$ cat src/pfm_pkg.sv
package pfm_pkg;
  // Port configuration field width and encodings
  localparam int          CFG_W          = 4;
  localparam logic [3:0]  CFG_ANALOG     = 4'h0;
  localparam logic [3:0]  CFG_OUT        = 4'h1;
  localparam logic [3:0]  CFG_OUT_OD     = 4'h5;
  localparam logic [3:0]  CFG_IN         = 4'h4;
  localparam logic [3:0]  CFG_IN_PULL    = 4'h8;
  localparam logic [3:0]  CFG_ALT_OUT    = 4'h9;
  localparam logic [3:0]  CFG_ALT_OUT_OD = 4'hD;
  // Field positions
  localparam int B1_FIELD_LSB    = 4;
  localparam int B2_FIELD_LSB    = 8;
  localparam int C2_FIELD_LSB    = 8;
  localparam int T2CH1_FIELD_LSB = 4;
  localparam int REMAP_C1_BIT  = 4;
  localparam int REMAP_C2_BIT  = 5;
  localparam int DBG_GPIO_BIT  = 5;
  localparam int CCER_C1_BIT   = 0;
  localparam int CCER_C2_BIT   = 4;
  // Serial controller modes
  localparam logic [1:0] SC_MODE_OFF  = 2'h0;
  localparam logic [1:0] SC_MODE_UART = 2'h1;
  localparam logic [1:0] SC_MODE_SPI  = 2'h2;
  localparam logic [1:0] SC_MODE_TWI  = 2'h3;
  // Debug mode states (one-hot)
  typedef enum logic [1:0] {
    PFM_DBG_JTAG = 2'b01,
    PFM_DBG_SW   = 2'b10
  } pfm_dbg_e;
  // Input synchroniser depth
  localparam int SYNC_STAGES = 3;
endpackage

$ cat src/pfm_mux.sv
`timescale 1ns/10ps
// Summary of operation
// - Port B bit 1 drives peripheral output only with alternate config.
// - SPI slave: bit 1 drives slave data out, bit 2 receives data in.
// - SPI master: bit 1 drives master data out, bit 2 receives data in.
// - TWI: bit 1 open-drain data, bit 2 open-drain clock.
// - UART: transmit on bit 1, receive from bit 2.
// - Serial outputs on bit 1 need timer channel off or remap bit 4 clear.
// - Timer channel 1 on bit 1: output needs remap 4, enable, alternate output; input needs remap 4 clear.
// - Timer channel 2 on bit 2 with remap 5; output needs enable, alt.
// - TWI clock on bit 2 needs timer channel 2 off or remap 5 clear.
// - Debug clock pin is wire clock in wire mode, test clock in JTAG.
// - Test clock input gets internal pull-down in JTAG mode.
// - Port C bit 2 is test data out in JTAG mode; plain I/O when debug bit 5 set.
// - Trace out on port C bit 2 needs trace, alt config, wire mode.
// - JTAG mode after reset or external reset low; debugger selects wire.
module pfm_mux
  import pfm_pkg::*;
(
  input  wire logic        clk,                // System clock
  input  wire logic        rst_n,              // Async reset
  // Configuration
  input  wire logic [15:0] port_b_low_config,  // Port B low config
  input  wire logic [15:0] port_a_low_config,  // Port A low config
  input  wire logic [15:0] port_c_low_config,  // Port C low config
  input  wire logic [7:0]  debug_pin_config,   // Debug pin config
  input  wire logic [7:0]  timer2_remap_option_reg,  // Timer 2 remap
  input  wire logic [7:0]  timer2_capcomp_enable_reg, // Timer 2 CC enable
  input  wire logic [1:0]  serctl1_mode_select, // Serial ctl 1 mode
  input  wire logic        serctl1_spi_control, // 1 master, 0 slave
  input  wire logic        trace_async_en,     // Core async trace enable
  // Debug mode control
  input  wire logic        external_reset_pin_n, // Reset pin, raw
  input  wire logic        dbg_select_wire,    // Debugger wire-mode pulse
  // GPIO data
  input  wire logic        gpio_b1_out,        // Port B1 data out
  input  wire logic        gpio_b2_out,        // Port B2 data out
  input  wire logic        gpio_c2_out,        // Port C2 data out
  output logic             gpio_b1_in,         // Port B1 data in
  output logic             gpio_b2_in,         // Port B2 data in
  output logic             gpio_c2_in,         // Port C2 data in
  // Peripheral side
  input  wire logic        serctl1_spi_master_out_slave_in, // Master out
  input  wire logic        serctl1_spi_slave_out_master_in, // Slave out
  input  wire logic        serctl1_uart_tx,    // UART transmit
  input  wire logic        serctl1_twi_data_oe_n,  // Low: pull data low
  input  wire logic        serctl1_twi_clock_oe_n, // Low: pull clock low
  output logic             serctl1_spi_rx,     // SPI data into ctl
  output logic             serctl1_uart_rx,    // UART receive
  output logic             serctl1_twi_data,   // TWI data in
  output logic             serctl1_twi_clock,  // TWI clock in
  input  wire logic        timer2_ch1_out,     // Timer ch1 output
  input  wire logic        timer2_ch2_out,     // Timer ch2 output
  output logic             timer2_channel1_pin, // Timer ch1 input
  output logic             timer2_channel2_pin, // Timer ch2 input
  input  wire logic        jtag_test_data_out, // Core test data out
  input  wire logic        async_trace_out,    // Core trace stream
  output logic             dbg_wire_mode,      // 1 in wire mode
  output logic             dbg_clock,          // Debug clock to core
  // Pads
  input  wire logic        port_b_bit1_pad_i,  // Pad B1 level
  output logic             port_b_bit1_pad_o,  // Pad B1 drive value
  output logic             port_b_bit1_pad_oe_n, // Pad B1 enable, low
  input  wire logic        port_b_bit2_pad_i,  // Pad B2 level
  output logic             port_b_bit2_pad_o,  // Pad B2 drive value
  output logic             port_b_bit2_pad_oe_n, // Pad B2 enable, low
  input  wire logic        port_c_bit2_pad_i,  // Pad C2 level
  output logic             port_c_bit2_pad_o,  // Pad C2 drive value
  output logic             port_c_bit2_pad_oe_n, // Pad C2 enable, low
  output logic             port_c_bit2_pull_up, // Pad C2 pull-up
  input  wire logic        jtag_test_clock_pin, // Debug clock pad
  output logic             jtag_test_clock_pull_down // Pad pull-down
);
  // ---------------------------------------------------------------
  // Decoding
  // ---------------------------------------------------------------
  function automatic logic is_alt(input logic [3:0] f);
    is_alt = (f == CFG_ALT_OUT) || (f == CFG_ALT_OUT_OD);
  endfunction
  function automatic logic is_out(input logic [3:0] f);
    is_out = (f == CFG_OUT) || (f == CFG_OUT_OD);
  endfunction
  function automatic logic is_od(input logic [3:0] f);
    is_od = (f == CFG_OUT_OD) || (f == CFG_ALT_OUT_OD);
  endfunction

  wire [3:0] b1_cfg = port_b_low_config[B1_FIELD_LSB +: CFG_W];
  wire [3:0] b2_cfg = port_b_low_config[B2_FIELD_LSB +: CFG_W];
  wire [3:0] c2_cfg = port_c_low_config[C2_FIELD_LSB +: CFG_W];
  wire [3:0] c1_cfg = port_a_low_config[T2CH1_FIELD_LSB +: CFG_W];
  wire remap1 = timer2_remap_option_reg[REMAP_C1_BIT];
  wire remap2 = timer2_remap_option_reg[REMAP_C2_BIT];
  wire c1_en  = timer2_capcomp_enable_reg[CCER_C1_BIT];
  wire c2_en  = timer2_capcomp_enable_reg[CCER_C2_BIT];
  wire mode_spi  = serctl1_mode_select == SC_MODE_SPI;
  wire mode_uart = serctl1_mode_select == SC_MODE_UART;
  wire mode_twi  = serctl1_mode_select == SC_MODE_TWI;
  wire spi_master = serctl1_spi_control;

  // ---------------------------------------------------------------
  // Debug mode
  // ---------------------------------------------------------------
  logic     rst_pin_q;
  pfm_dbg_e dbg_r;
  pfm_dbg_e dbg_nxt;

  pfm_sync #(.W(1)) u_rst_sync (
    .clk   (clk),
    .rst_n (rst_n),
    .d     (external_reset_pin_n),
    .q     (rst_pin_q)
  );

  always_comb begin
    case (dbg_r)
      PFM_DBG_JTAG: dbg_nxt = dbg_select_wire ? PFM_DBG_SW : PFM_DBG_JTAG;
      PFM_DBG_SW:   dbg_nxt = PFM_DBG_SW;
      default:      dbg_nxt = PFM_DBG_JTAG;
    endcase
    if (!rst_pin_q) dbg_nxt = PFM_DBG_JTAG;
  end

  always_ff @(posedge clk or negedge rst_n) begin
    if (!rst_n) dbg_r <= PFM_DBG_JTAG;
    else dbg_r <= dbg_nxt;
  end

  wire jtag_mode = dbg_r == PFM_DBG_JTAG;
  wire sw_mode   = dbg_r == PFM_DBG_SW;
  assign dbg_wire_mode = sw_mode;
  assign dbg_clock = jtag_test_clock_pin;
  assign jtag_test_clock_pull_down = jtag_mode;

  // ---------------------------------------------------------------
  // Port B bit 1
  // ---------------------------------------------------------------
  wire sc_b1_ok  = !c1_en || !remap1;
  wire b1_alt    = is_alt(b1_cfg);
  wire tim1_sel  = remap1 && c1_en && is_alt(c1_cfg) && b1_alt;
  wire spi_b1    = mode_spi && sc_b1_ok && b1_alt;
  wire uart_b1   = mode_uart && sc_b1_ok && b1_alt;
  wire twi_b1    = mode_twi && sc_b1_ok && (b1_cfg == CFG_ALT_OUT_OD);
  wire spi_b1_d  = spi_master ? serctl1_spi_master_out_slave_in
                              : serctl1_spi_slave_out_master_in;
  wire b1_alt_d  = tim1_sel ? timer2_ch1_out :
                   spi_b1   ? spi_b1_d :
                   uart_b1  ? serctl1_uart_tx : 1'b1;
  wire b1_alt_on = tim1_sel || spi_b1 || uart_b1;
  wire b1_nxt_o  = twi_b1 ? 1'b0 : b1_alt_on ? b1_alt_d : gpio_b1_out;
  wire b1_nxt_oe_n =
    twi_b1 ? serctl1_twi_data_oe_n :
    b1_alt_on ? (is_od(b1_cfg) ? b1_alt_d : 1'b0) :
    is_out(b1_cfg) ? (is_od(b1_cfg) ? gpio_b1_out : 1'b0) : 1'b1;

  // ---------------------------------------------------------------
  // Port B bit 2
  // ---------------------------------------------------------------
  wire sc_b2_ok  = !c2_en || !remap2;
  wire b2_alt    = is_alt(b2_cfg);
  wire tim2_sel  = remap2 && c2_en && b2_alt;
  wire twi_b2    = mode_twi && sc_b2_ok && (b2_cfg == CFG_ALT_OUT_OD);
  wire b2_nxt_o  = twi_b2 ? 1'b0 : tim2_sel ? timer2_ch2_out : gpio_b2_out;
  wire b2_nxt_oe_n =
    twi_b2 ? serctl1_twi_clock_oe_n :
    tim2_sel ? (is_od(b2_cfg) ? timer2_ch2_out : 1'b0) :
    is_out(b2_cfg) ? (is_od(b2_cfg) ? gpio_b2_out : 1'b0) : 1'b1;

  // ---------------------------------------------------------------
  // Port C bit 2
  // ---------------------------------------------------------------
  wire c2_gpio   = debug_pin_config[DBG_GPIO_BIT];
  wire trace_sel = !c2_gpio && sw_mode && trace_async_en
                   && is_alt(c2_cfg);
  wire tdo_sel   = !c2_gpio && jtag_mode;
  wire c2_nxt_o  = tdo_sel ? jtag_test_data_out :
                   trace_sel ? async_trace_out : gpio_c2_out;
  wire c2_nxt_oe_n = (tdo_sel || trace_sel) ? 1'b0 :
    (c2_gpio && is_out(c2_cfg)) ?
      (is_od(c2_cfg) ? gpio_c2_out : 1'b0) : 1'b1;
  assign port_c_bit2_pull_up = trace_sel;

  // ---------------------------------------------------------------
  // Pad output registers
  // ---------------------------------------------------------------
  always_ff @(posedge clk or negedge rst_n) begin
    if (!rst_n) begin
      port_b_bit1_pad_o    <= 1'b0;
      port_b_bit1_pad_oe_n <= 1'b1;
      port_b_bit2_pad_o    <= 1'b0;
      port_b_bit2_pad_oe_n <= 1'b1;
      port_c_bit2_pad_o    <= 1'b0;
      port_c_bit2_pad_oe_n <= 1'b1;
    end else begin
      port_b_bit1_pad_o    <= b1_nxt_o;
      port_b_bit1_pad_oe_n <= b1_nxt_oe_n;
      port_b_bit2_pad_o    <= b2_nxt_o;
      port_b_bit2_pad_oe_n <= b2_nxt_oe_n;
      port_c_bit2_pad_o    <= c2_nxt_o;
      port_c_bit2_pad_oe_n <= c2_nxt_oe_n;
    end
  end

  // ---------------------------------------------------------------
  // Pad inputs
  // ---------------------------------------------------------------
  logic [2:0] pad_q;
  pfm_sync #(.W(3)) u_pad_sync (
    .clk   (clk),
    .rst_n (rst_n),
    .d     ({port_c_bit2_pad_i, port_b_bit2_pad_i, port_b_bit1_pad_i}),
    .q     (pad_q)
  );
  assign gpio_b1_in = pad_q[0];
  assign gpio_b2_in = pad_q[1];
  assign gpio_c2_in = pad_q[2];
  assign serctl1_spi_rx   = mode_spi ? pad_q[1] : 1'b1;
  assign serctl1_uart_rx  = mode_uart ? pad_q[1] : 1'b1;
  assign serctl1_twi_data  = twi_b1 ? pad_q[0] : 1'b1;
  assign serctl1_twi_clock = twi_b2 ? pad_q[1] : 1'b1;
  assign timer2_channel1_pin = !remap1 ? pad_q[0] : 1'b0;
  assign timer2_channel2_pin = remap2 ? pad_q[1] : 1'b0;
endmodule

$ cat src/pfm_sync.sv
`timescale 1ns/10ps
// Three-stage pin synchroniser; change accepted when stages 2 and 3 agree
module pfm_sync
  import pfm_pkg::*;
#(
  parameter int W = 1
) (
  input  wire logic         clk,   // System clock
  input  wire logic         rst_n, // Async reset
  input  wire logic [W-1:0] d,     // Raw pin level
  output logic      [W-1:0] q      // Filtered level
);
  logic [W-1:0] s1_r;
  logic [W-1:0] s2_r;
  logic [W-1:0] s3_r;
  logic [W-1:0] q_r;
  logic [W-1:0] q_nxt;

  genvar g;
  generate
    for (g = 0; g < W; g++) begin : g_bit
      assign q_nxt[g] = (s2_r[g] == s3_r[g]) ? s3_r[g] : q_r[g];
    end
  endgenerate

  always_ff @(posedge clk or negedge rst_n) begin
    if (!rst_n) begin
      s1_r <= '0;
      s2_r <= '0;
      s3_r <= '0;
      q_r  <= '0;
    end else begin
      s1_r <= d;
      s2_r <= s1_r;
      s3_r <= s2_r;
      q_r  <= q_nxt;
    end
  end

  assign q = q_r;
endmodule
$ cat config.mk
export PLATFORM = sky130hd
export DESIGN_NAME = pfm_mux
export DESIGN_NICKNAME = d
export VERILOG_FILES = /design/src/pfm_pkg.sv /design/src/pfm_mux.sv /design/src/pfm_sync.sv
export SDC_FILE = /design/constraint.sdc
export NUM_CORES = 1
export LEC_CHECK = 0
export BUFFER_PORTS_ARGS = -buffer_cell sky130_fd_sc_hd__buf_2
export CORE_AREA = 2 2 58 60
export CTS_CLUSTER_SIZE = 20
export DETAILED_ROUTE_END_ITERATION = 12
export DIE_AREA = 0 0 60 62
export PLACE_DENSITY = 0.87
export SYNTH_ARGS = -nofsm -noshare
export SYNTH_HDL_FRONTEND = slang
export SYNTH_SLANG_ARGS = --single-unit
export TNS_END_PERCENT = 5
$ cat constraint.sdc
create_clock -name clk -period 1.9 [get_ports clk]
set_input_delay 0.19 -clock clk [delete_from_list [all_inputs] [get_ports clk]]
set_output_delay 0.19 -clock clk [all_outputs]
set_load 0.01 [all_outputs]
Word level (Yosys, flattened, before mapping)
Cells that the tools add are included.
{"block": "totals", "register_bits": 24, "latch_bits": 0, "ramBits": 0, "mem_bits_ro": 0, "in_bits": 96, "out_inout_bits": 19, "wordCells": 110, "memories": 0}
{"block": "classes", "add_sub_neg": 0, "mul": 0, "div": 0, "order_cmp": 0, "n_eq_ne": 23, "n_shift": 0, "muxes": 32, "bitwise": 0, "reduce_logical": 38}
{"op": "4-bit == test (second input constant)", "count": 8}
{"op": "1-bit 2-to-1 mux", "count": 29}
{"op": "1-bit logical AND", "count": 18}
{"op": "1-bit logical OR", "count": 15}
{"op": "4-bit by 1-bit == test with 1-bit output (second input constant)", "count": 3}
{"op": "4-bit by 3-bit == test with 1-bit output (second input constant)", "count": 3}
{"op": "2-bit == test (second input constant)", "count": 3}
{"op": "1-bit zero test", "count": 5}
{"op": "1-bit == test", "count": 4}
{"op": "2-bit by 1-bit == test with 1-bit output (second input constant)", "count": 2}
{"op": "2-bit 2-to-1 mux", "count": 2}
{"op": "2-bit one-hot mux with 2 select lines", "count": 1}

Logic depth before layout (Yosys ltp)
Gate-level depths: netlist of the first run.
{"block": "logic_depth", "ltp_word": 10, "mapped_depth": 6, "ltp_nobuf": 6}

Modules after synthesis
From an unflattened synthesis of the first run, not the netlist that was laid out.
{"block": "hier_totals", "hier_cells": 91, "hier_area_um2": 1046.0}
{"module": "pfm_mux", "n_inst": 1, "cells_each": 71, "area_per_inst_um2": 600.6}
{"module": "pfm_sync at u_pad_sync", "n_inst": 1, "cells_each": 15, "area_per_inst_um2": 334.1}
{"module": "pfm_sync at u_rst_sync", "n_inst": 1, "cells_each": 5, "area_per_inst_um2": 111.4}

Worst setup path before layout of the first run
Ideal clock, no wire load.
{"block": "synth_path", "path_kind": "register to register", "from": "register dbg_r[0]", "to": "register port_c_bit2_pad_o", "setup_time_ps": 126, "arrival_ps": 1274, "required_ps": 1774, "slack_ps": 500, "path_stages_with_launch": 7, "synth_period_minus_slack_ps": 1400, "path_cell_list": "dfstp_2 -> inv_1 -> ha_1 -> nand4b_1 -> nor2_1 -> mux2i_1 -> o21ai_1"}
{"block": "synth_between", "elab_chain_len": 6}
{"item": "start, declared", "line": "pfm_mux.sv:104", "source": "pfm_dbg_e dbg_r;"}
{"item": "start signal, assigned", "line": "pfm_mux.sv:125", "source": "else dbg_r <= dbg_nxt;"}
{"item": "2-bit == test", "line": "pfm_mux.sv:129", "source": "wire sw_mode = dbg_r == PFM_DBG_SW;"}
{"item": "named net dbg_wire_mode", "line": "pfm_mux.sv:58", "source": "output logic dbg_wire_mode,"}
{"item": "1-bit logical AND (2 in series)", "line": "pfm_mux.sv:172", "source": "wire trace_sel = !c2_gpio && sw_mode && trace_async_en"}
{"item": "1-bit logical AND", "line": "pfm_mux.sv:173", "source": "&& is_alt(c2_cfg);"}
{"item": "named net port_c_bit2_pull_up", "line": "pfm_mux.sv:70", "source": "output logic port_c_bit2_pull_up,"}
{"item": "1-bit 2-to-1 mux", "line": "pfm_mux.sv:176", "source": "trace_sel ? async_trace_out : gpio_c2_out;"}
{"item": "1-bit 2-to-1 mux", "line": "pfm_mux.sv:175", "source": "wire c2_nxt_o = tdo_sel ? jtag_test_data_out :"}
{"item": "named net c2_nxt_o", "line": "pfm_mux.sv:175"}
{"item": "end signal, assigned", "line": "pfm_mux.sv:198", "source": "port_c_bit2_pad_o <= c2_nxt_o;"}
{"item": "end, declared", "line": "pfm_mux.sv:68", "source": "output logic port_c_bit2_pad_o,"}
The timed path passes the listed nets, and every way through them passes these cells.
A chain may end at the register's enable or synchronous reset.

Worst setup path in the final report of the first run
{"block": "layout_path", "from": "register dbg_r[0]", "to": "output port port_c_bit2_pull_up"}
{"block": "layout_between", "elab_chain_len": 4}
{"item": "2-bit == test", "line": "pfm_mux.sv:129"}
{"item": "1-bit logical AND (2 in series)", "line": "pfm_mux.sv:172"}
{"item": "1-bit logical AND", "line": "pfm_mux.sv:173"}
{"item": "end, declared", "line": "pfm_mux.sv:70"}
No other way between the ends.

==> summary.json, run 1 <==
{
  "setup_path": {
    "cp_data_required_time_ps": 1710,
    "worst_ep_arrival_time_ps": 1460,
    "crit_type": "register to output pin",
    "critPathSlowestCell": "dfstp_2",
    "path_max_fanout": 4,
    "max_stage_delay_ps": 550,
    "setup.worst_path.start_class": "register",
    "setup.worst_path.end_class": "output pin",
    "timing.critical_path.max_delay_family": "flip-flops",
    "cp_cell_sequence": "inv_1 -> ha_1 -> nand4b_1 -> nor2_1 -> buf_2",
    "crit_buf_inv": 2
  },
  "cells_and_area": {
    "final_design_area_no_fill_sq_mm": 0.00150,
    "fin_nets": 258,
    "antennaDiodeCount": 0,
    "drive_above_1_share": 0.440,
    "fin_util": 0.472,
    "flow.area_growth_from_synthesis_pct": 42.2,
    "fin_cells": 205
  },
  "synthesis": {
    "mappedNetlistNets": 190,
    "synthCells": 92,
    "yosys-mux-area-fraction": 0.0297,
    "yosysWarningCount": 0,
    "yosys_most_used_dff": "dfrtp_1",
    "avgSynthCellArea_sq_um": 11.5,
    "yosys.area_share.xor_xnor": 0.00830,
    "synth_simple_gate_area_share": 0.205,
    "synth.distinct_cells": 34,
    "dominant_combinational_cell_family_by_area_after_synthesis": "simple AND/OR/NAND/NOR gates",
    "synth_enable_flop_cells": 0,
    "synth_compound_gate_area_share": 0.0854,
    "synth-seq-area-share": 0.574,
    "post_synth_instance_area_sq_mm": 0.00105,
    "ys_seq_elements": 24,
    "asyncSetResetFlopFracSynth": 1.00,
    "adder_and_majority_cell_fraction_of_the_synthesized_area": 0.0617
  },
  "detailed_routing": {
    "dr_total_vias": 900,
    "routed_wl_mm": 2.06,
    "drtIter0Drc": 15,
    "ant_nets": 0,
    "post-route-drc-count": 0,
    "drt-pass1-iter-count": 3,
    "viasPerCell": 4.39,
    "routedWlPerCell_microns": 10.0
  },
  "clock_tree": {
    "cts_inserted_buffers": 3,
    "htree_levels": 1,
    "tritoncts": "built",
    "post_cts_sizing_count": 0,
    "clk_pin_slew_worst_paths_ps": 120,
    "clk_root_buf": "clkbuf_4",
    "clock_sink_count": 24,
    "clk_lat_worst_skew_ps": 310,
    "clk_path_buf_depth": 2,
    "post-cts-setup-buffers": 0
  },
  "timing": {
    "final_max_slew_viol_count": 0,
    "achievable-frequency_mhz": 608,
    "post-route-period-util": 0.866,
    "slew_headroom": 0.659,
    "timing.hold.ws_ps": 90.8,
    "hold_viol": 0,
    "period_needed_ps": 1650,
    "rsz0062_at_grt": "no",
    "setup_viol": 0,
    "final.setup_skew_ps": 2.49,
    "setup_tns_ps": 0,
    "worstMarginPinSlew_ps": 511,
    "layout_setup_ws_ps": 255
  },
  "global_routing": {
    "gr_usage_total": 0.111,
    "grt_pass1_vias": 777,
    "grt_pass1_wl_mm": 3.13,
    "grt_max_degree": 25,
    "antenna_found_initial": 0,
    "grt.overflow.total": 0
  },
  "power_and_ir_drop": {
    "totalPowerFinal_mw": 1.11,
    "max-vdd-ir-drop_mv": 0.528,
    "power.leakage_nw": 0.716,
    "powerDensity_mw_per_mm2": 741
  },
  "floorplan": {
    "fp.dieW_microns": 60,
    "row_count": 21,
    "floorplan.die_area_sq_mm": 0.00372,
    "ioPinCount": 115,
    "die_h_microns": 62,
    "start_util": 0.332,
    "design.core.area_sq_mm": 0.00318
  },
  "placement": {
    "place_inst": 196,
    "dp_hpwl_mm": 1.69,
    "place_congestion": 0.742,
    "post-place-ws_ps": 518,
    "post_dp_cell_area_sq_mm": 0.00140,
    "portBuffers": 60
  },
  "flow_run": {
    "max_cap_viol_count": 0
  },
  "hold_path": {
    "hp-class": "input port to register"
  },
  "outcome": {
    "status": "completed"
  }
}
[registers in the layout (all words and copies together) (netlist names), 2 cells and up]
signal / flops
u_pad_sync.s2_r: 3
u_pad_sync.q: 3
dbg_r: 2
u_pad_sync.s1_r: 3
u_pad_sync.s3_r: 3
[cells in the final DEF (no fill, tap or decap), types with 2 or more instances in the layout]
cell and instances:
a21oi_1 4, and2_1 2, buf_2 60, clkbuf_4 3, dfrtp_1 20, dfstp_2 4, dlygate4sd3_1 5, ha_1 2
inv_1 5, maj3_1 4, mux2i_1 2, nand2_1 5, nand2b_1 2, nand3_1 5, nand4_1 4, nor2_1 3
nor2b_1 2, nor3_1 4, nor3b_1 2, o21ai_1 2, or3_1 3
[routing by layer]
metal | global-route usage | wire length [microns]
met2 | 0.203 | 1070
met3 | 0.0373 | 118
met5 | 0 | 0
met1 | 0.136 | 869
met4 | 0 | 0
[cells in the mapped netlist (2+ instances only)]
library cell / count / area [sq um]
dfrtp_1: 20 / 500
inv_1: 5 / 18.8
nand2_1: 5 / 18.8
nand3_1: 5 / 25.0
a21oi_1: 4 / 20.0
dfstp_2: 4 / 105
maj3_1: 4 / 40.0
nand4_1: 4 / 25.0
nor3_1: 4 / 20.0
nor2_1: 3 / 11.3
or3_1: 3 / 18.8
and2_1: 2 / 12.5
buf_4: 2 / 15.0
ha_1: 2 / 25.0
mux2i_1: 2 / 20.0
nand2b_1: 2 / 12.5
nor2b_1: 2 / 12.5
nor3b_1: 2 / 15.0
o21ai_1: 2 / 10.0
[where the power goes]
part | switching, mW | internal [mW]
registers | 0.0167 | 0.554
logic | 0.0885 | 0.0947
clock network | 0.145 | 0.213
[worst reg2reg max path, stage by stage (launching register included)]
cell and delay (ps):
dfstp_2 390, inv_1 50, ha_1 200, nand4b_1 120, nor2_1 210, mux2i_1 220
o21ai_1 70
[cells by family (layout without fill, tap and decap cells)]
kind of cell	count (synthesis)	count (layout)
AO/OA/AOI/OAI	13	13
XOR/XNOR	1	1
adder cells (fa/ha/maj)	6	6
buffers and inverters	8	75
flip-flops	24	24
multiplexers	3	3
AND/OR/NAND/NOR	37	37
[repair_timing]
| action | in CTS | in global routing |
|---|---|---|
| hold endpoints to repair | 24 | 0 |
| setup endpoints to repair | 0 | 0 |
| hold buffers | 5 | 0 |
[path summary, 6_finish.rpt]
check	end	start	slack (ps)	cells past startpoint
worst max-delay path	port_c_bit2_pull_up	dbg_r[0]	250	5
worst min-delay path	port_c_bit2_pad_o	jtag_test_data_out	90	3
worst max register to register	port_c_bit2_pad_o	dbg_r[0]	540	6
worst min register to register	u_pad_sync.s2_r[1]	u_pad_sync.s1_r[1]	360	0
max in group asynchronous	dbg_r[0]	rst_n	1180	2
min in group asynchronous	u_pad_sync.s1_r[2]	rst_n	360	2
[cell type report]
type | instances | area [sq um]
repair buffers | 65 | 350
fillers | 291 | 1680
inverters | 6 | 22.5
clock buffers | 3 | 22.5
well taps | 46 | 57.6
multi-input cells | 60 | 412
clock inverters | 1 | 30.0
flip-flops and latches | 24 | 606
(Power assumes the default switching activity.)
==> run 2, diff against run 1 <==
Settings changed: CELL_PAD_IN_SITES_DETAIL_PLACEMENT from default to 0, CELL_PAD_IN_SITES_GLOBAL_PLACEMENT from default to 2, CORE_AREA 2 2 58 60 to 2 2 80 82, DIE_AREA 0 0 60 62 to 0 0 82 84, GPL_TIMING_DRIVEN from default to 0, PLACE_DENSITY 0.87 to 0.88.
==> run 2 against run 1 <==
- register-to-register slack barely moved
- clock skew is 1.2 ps lower
- sequential share of layout area decreased by 0.067 points
- total power down 6.9%
- first-iteration DRC count up 6.7%
- non-clock buffer count fell by 2
- flip-flop and latch count unchanged
- cell area increased by 0.17%
- critical endpoint unchanged
==> summary.json, run 2 (synthesized netlist as in run 1, its figures left out) <==
{
  "placement": {
    "place_inst": {"value": 229, "change": "+17%"},
    "post-place-ws": {"value": 492, "unit": "ps", "change": "-25.1 ps"},
    "place_congestion": {"value": 0.656, "change": "-12%"},
    "dp_hpwl": {"value": 1.91, "unit": "mm", "change": "+13%"},
    "portBuffers": {"value": 60, "change": "unchanged"}
  },
  "timing": {
    "worstMarginPinSlew": {"value": 507, "unit": "ps", "change": "-4.91 ps"},
    "setup_tns": {"value": 0, "unit": "ps", "change": "unchanged"},
    "final_max_slew_viol_count": {"value": 0, "change": "unchanged"},
    "post-route-period-util": {"value": 0.825, "change": "-0.0405"},
    "rsz0062_at_grt": "no",
    "final.setup_skew": {"value": 1.34, "unit": "ps", "change": "-1.15 ps"},
    "timing.hold.ws": {"value": 35.2, "unit": "ps", "change": "-55.6 ps"},
    "achievable-frequency": {"value": 638, "unit": "MHz", "change": "+4.9%"},
    "setup_viol": {"value": 0, "change": "unchanged"},
    "hold_viol": {"value": 0, "change": "unchanged"},
    "period_needed": {"value": 1570, "unit": "ps", "change": "-77.0 ps"},
    "layout_setup_ws": {"value": 332, "unit": "ps", "change": "+77.0 ps"},
    "slew_headroom": {"value": 0.662, "change": "+0.00328"}
  },
  "detailed_routing": {
    "drtIter0Drc": {"value": 16, "change": "+1"},
    "routedWlPerCell": {"value": 9.65, "unit": "microns", "change": "-3.8%"},
    "ant_nets": {"value": 0, "change": "unchanged"},
    "viasPerCell": {"value": 3.86, "change": "-12%"},
    "dr_total_vias": {"value": 900, "change": "unchanged"},
    "drt-pass1-iter-count": {"value": 3, "change": "unchanged"},
    "routed_wl": {"value": 2.25, "unit": "mm", "change": "+9.3%"},
    "post-route-drc-count": {"value": 0, "change": "unchanged"}
  },
  "cells_and_area": {
    "antennaDiodeCount": {"value": 0, "change": "unchanged"},
    "layout_common_cells": "60 x buf_2, 20 x dfrtp_1, 5 x inv_1, 5 x nand2_1, 5 x nand3_1",
    "most_common_library_cell_in_the_layout_ignoring_fill_and_taps": "buf_2",
    "fin_cells": {"value": 233, "change": "+14%"},
    "fill_cells": {"value": 684, "change": "+140%"},
    "multi_input_comb_area": {"value": 412, "unit": "sq um", "change": "unchanged"},
    "area.sequential": {"value": 606, "unit": "sq um", "change": "unchanged"},
    "flow.area_growth_from_synthesis_pct": 42.5,
    "drive_above_1_share": {"value": 0.455, "change": "+0.0149"},
    "fin_nets": {"value": 256, "change": "-0.78%"}
  },
  "clock_tree": {
    "clk_pin_slew_worst_paths": {"value": 70, "unit": "ps", "change": "-50 ps"},
    "clk_lat_worst_skew": {"value": 250, "unit": "ps", "change": "-60 ps"},
    "tritoncts": "built",
    "clk_root_buf": "clkbuf_8",
    "clock_sink_count": {"value": 24, "change": "unchanged"},
    "post_cts_sizing_count": {"value": 0, "change": "unchanged"},
    "cts_inserted_buffers": {"value": 3, "change": "unchanged"},
    "htree_levels": {"value": 1, "change": "unchanged"},
    "clk_path_buf_depth": {"value": 2, "change": "unchanged"},
    "post-cts-setup-buffers": {"value": 0, "change": "unchanged"}
  },
  "global_routing": {
    "gr_usage_total": {"value": 0.0702, "change": "-0.0410"},
    "antenna_found_initial": {"value": 0, "change": "unchanged"},
    "grt_pass1_wl": {"value": 3.84, "unit": "mm", "change": "+22%"},
    "grt_max_degree": {"value": 25, "change": "unchanged"},
    "grt_pass1_vias": {"value": 889, "change": "+14%"},
    "grt.overflow.total": {"value": 0, "change": "unchanged"}
  },
  "setup_path": {
    "cp_cell_sequence": "inv_1 -> ha_1 -> nand4b_1 -> nor2_1 -> buf_2",
    "setup.worst_path.start_class": "register",
    "cp_data_required_time": {"value": 1710, "unit": "ps", "change": "about the same"},
    "worst_ep_arrival_time": {"value": 1380, "unit": "ps", "change": "-80 ps"},
    "r2r-end": "port_c_bit2_pad_o",
    "timing.critical_path.max_delay_family": "flip-flops",
    "path_max_fanout": {"value": 4, "change": "unchanged"},
    "critPathSlowestCell": "dfstp_2",
    "r2r_cells": {"value": 6, "change": "unchanged"},
    "crit_type": "register to output pin",
    "rr_startpoint": "dbg_r[0]",
    "crit_buf_inv": {"value": 2, "change": "unchanged"},
    "max_stage_delay": {"value": 530, "unit": "ps", "change": "-20 ps"},
    "internal_reg_to_reg_setup_slack": {"value": 550, "unit": "ps", "change": "about the same"},
    "setup.worst_path.end_class": "output pin"
  },
  "power_and_ir_drop": {
    "max-vdd-ir-drop": {"value": 0.390, "unit": "mV", "change": "-26%"},
    "powerDensity": {"value": 689, "unit": "mW/mm^2", "change": "-7.0%"},
    "power.leakage": {"value": 0.703, "unit": "nW", "change": "-1.9%"},
    "totalPowerFinal": {"value": 1.04, "unit": "mW", "change": "-6.9%"}
  },
  "floorplan": {
    "start_util": {"value": 0.173, "change": "-0.159"},
    "ioPinCount": {"value": 115, "change": "unchanged"},
    "design.core.area": {"value": 0.00610, "unit": "sq mm", "change": "+92%"},
    "die_h": {"value": 84, "unit": "microns", "change": "+35%"},
    "row_count": {"value": 29, "change": "+38%"},
    "fp.dieW": {"value": 82, "unit": "microns", "change": "+37%"},
    "floorplan.die_area": {"value": 0.00689, "unit": "sq mm", "change": "+85%"}
  },
  "hold_path": {
    "number_of_stages_on_the_worst_hold_path": {"value": 1, "change": "-2"},
    "holdPathEnd": "u_rst_sync.s1_r",
    "hold_start": "external_reset_pin_n",
    "hp-class": "input port to register"
  },
  "flow_run": {
    "max_cap_viol_count": {"value": 0, "change": "unchanged"}
  },
  "outcome": {
    "status": "completed"
  }
}
## run 2: where the power goes
part	internal, mW	switching [mW]	leakage [nW]
clock	0.141	0.140	0.0216
combinational	0.0923	0.0904	0.404
sequential	0.554	0.0183	0.278
total	0.787	0.248	0.703
## run 2: final cells by class
class | count | area share
multi-input cells | 60 | 0.274
flip-flops and latches | 24 | 0.403
plain buffers | 2 | 0.00999
clock buffers | 3 | 0.0275
inverters | 6 | 0.0150
repair buffers | 61 | 0.206
well taps | 77 | 0.0641
## run 2: per-stage QoR
stage,instance area [sq um],utilization
2_1_floorplan,1050,-
3_5_place_dp,1450,0.238
4_1_cts,1500,0.247
6_report,1500,0.247
5_1_grt,1500,0.247
3_3_place_gp,1450,0.238
## run 2: worst max-delay path by stage
stage	start	cells after the start	end	slack (ps)
3_3_place_gp	port_b_low_config[5]	5	serctl1_twi_data	500
6_report	dbg_r[0]	5	port_c_bit2_pull_up	330
5_1_grt	dbg_r[0]	5	port_c_bit2_pull_up	260
4_1_cts	dbg_r[0]	5	port_c_bit2_pull_up	310
2_1_floorplan	dbg_r[0]	6	port_c_bit2_pad_o	500
3_5_place_dp	port_b_low_config[5]	5	serctl1_twi_data	490
## run 2: timing repair
action | CTS | global route
endpoints found under the hold margin | 20 | 0
hold buffers | 1 | 0
setup endpoints to repair | 0 | 0
## run 2: layer usage
metal  vias up  track usage  wire [microns]
met5         -            0               0
met4         0      0.00455               0
met3         0       0.0325             189
met2        30        0.113            1070
met1       415       0.0893             986
li1        455            -               -
## run 2: worst reg2reg max path: stages, from the launching register on
cell,delay (ps)
dfstp_2,370
inv_1,50
ha_1,200
nand4b_1,120
nor2_1,200
mux2i_1,220
o21ai_1,80
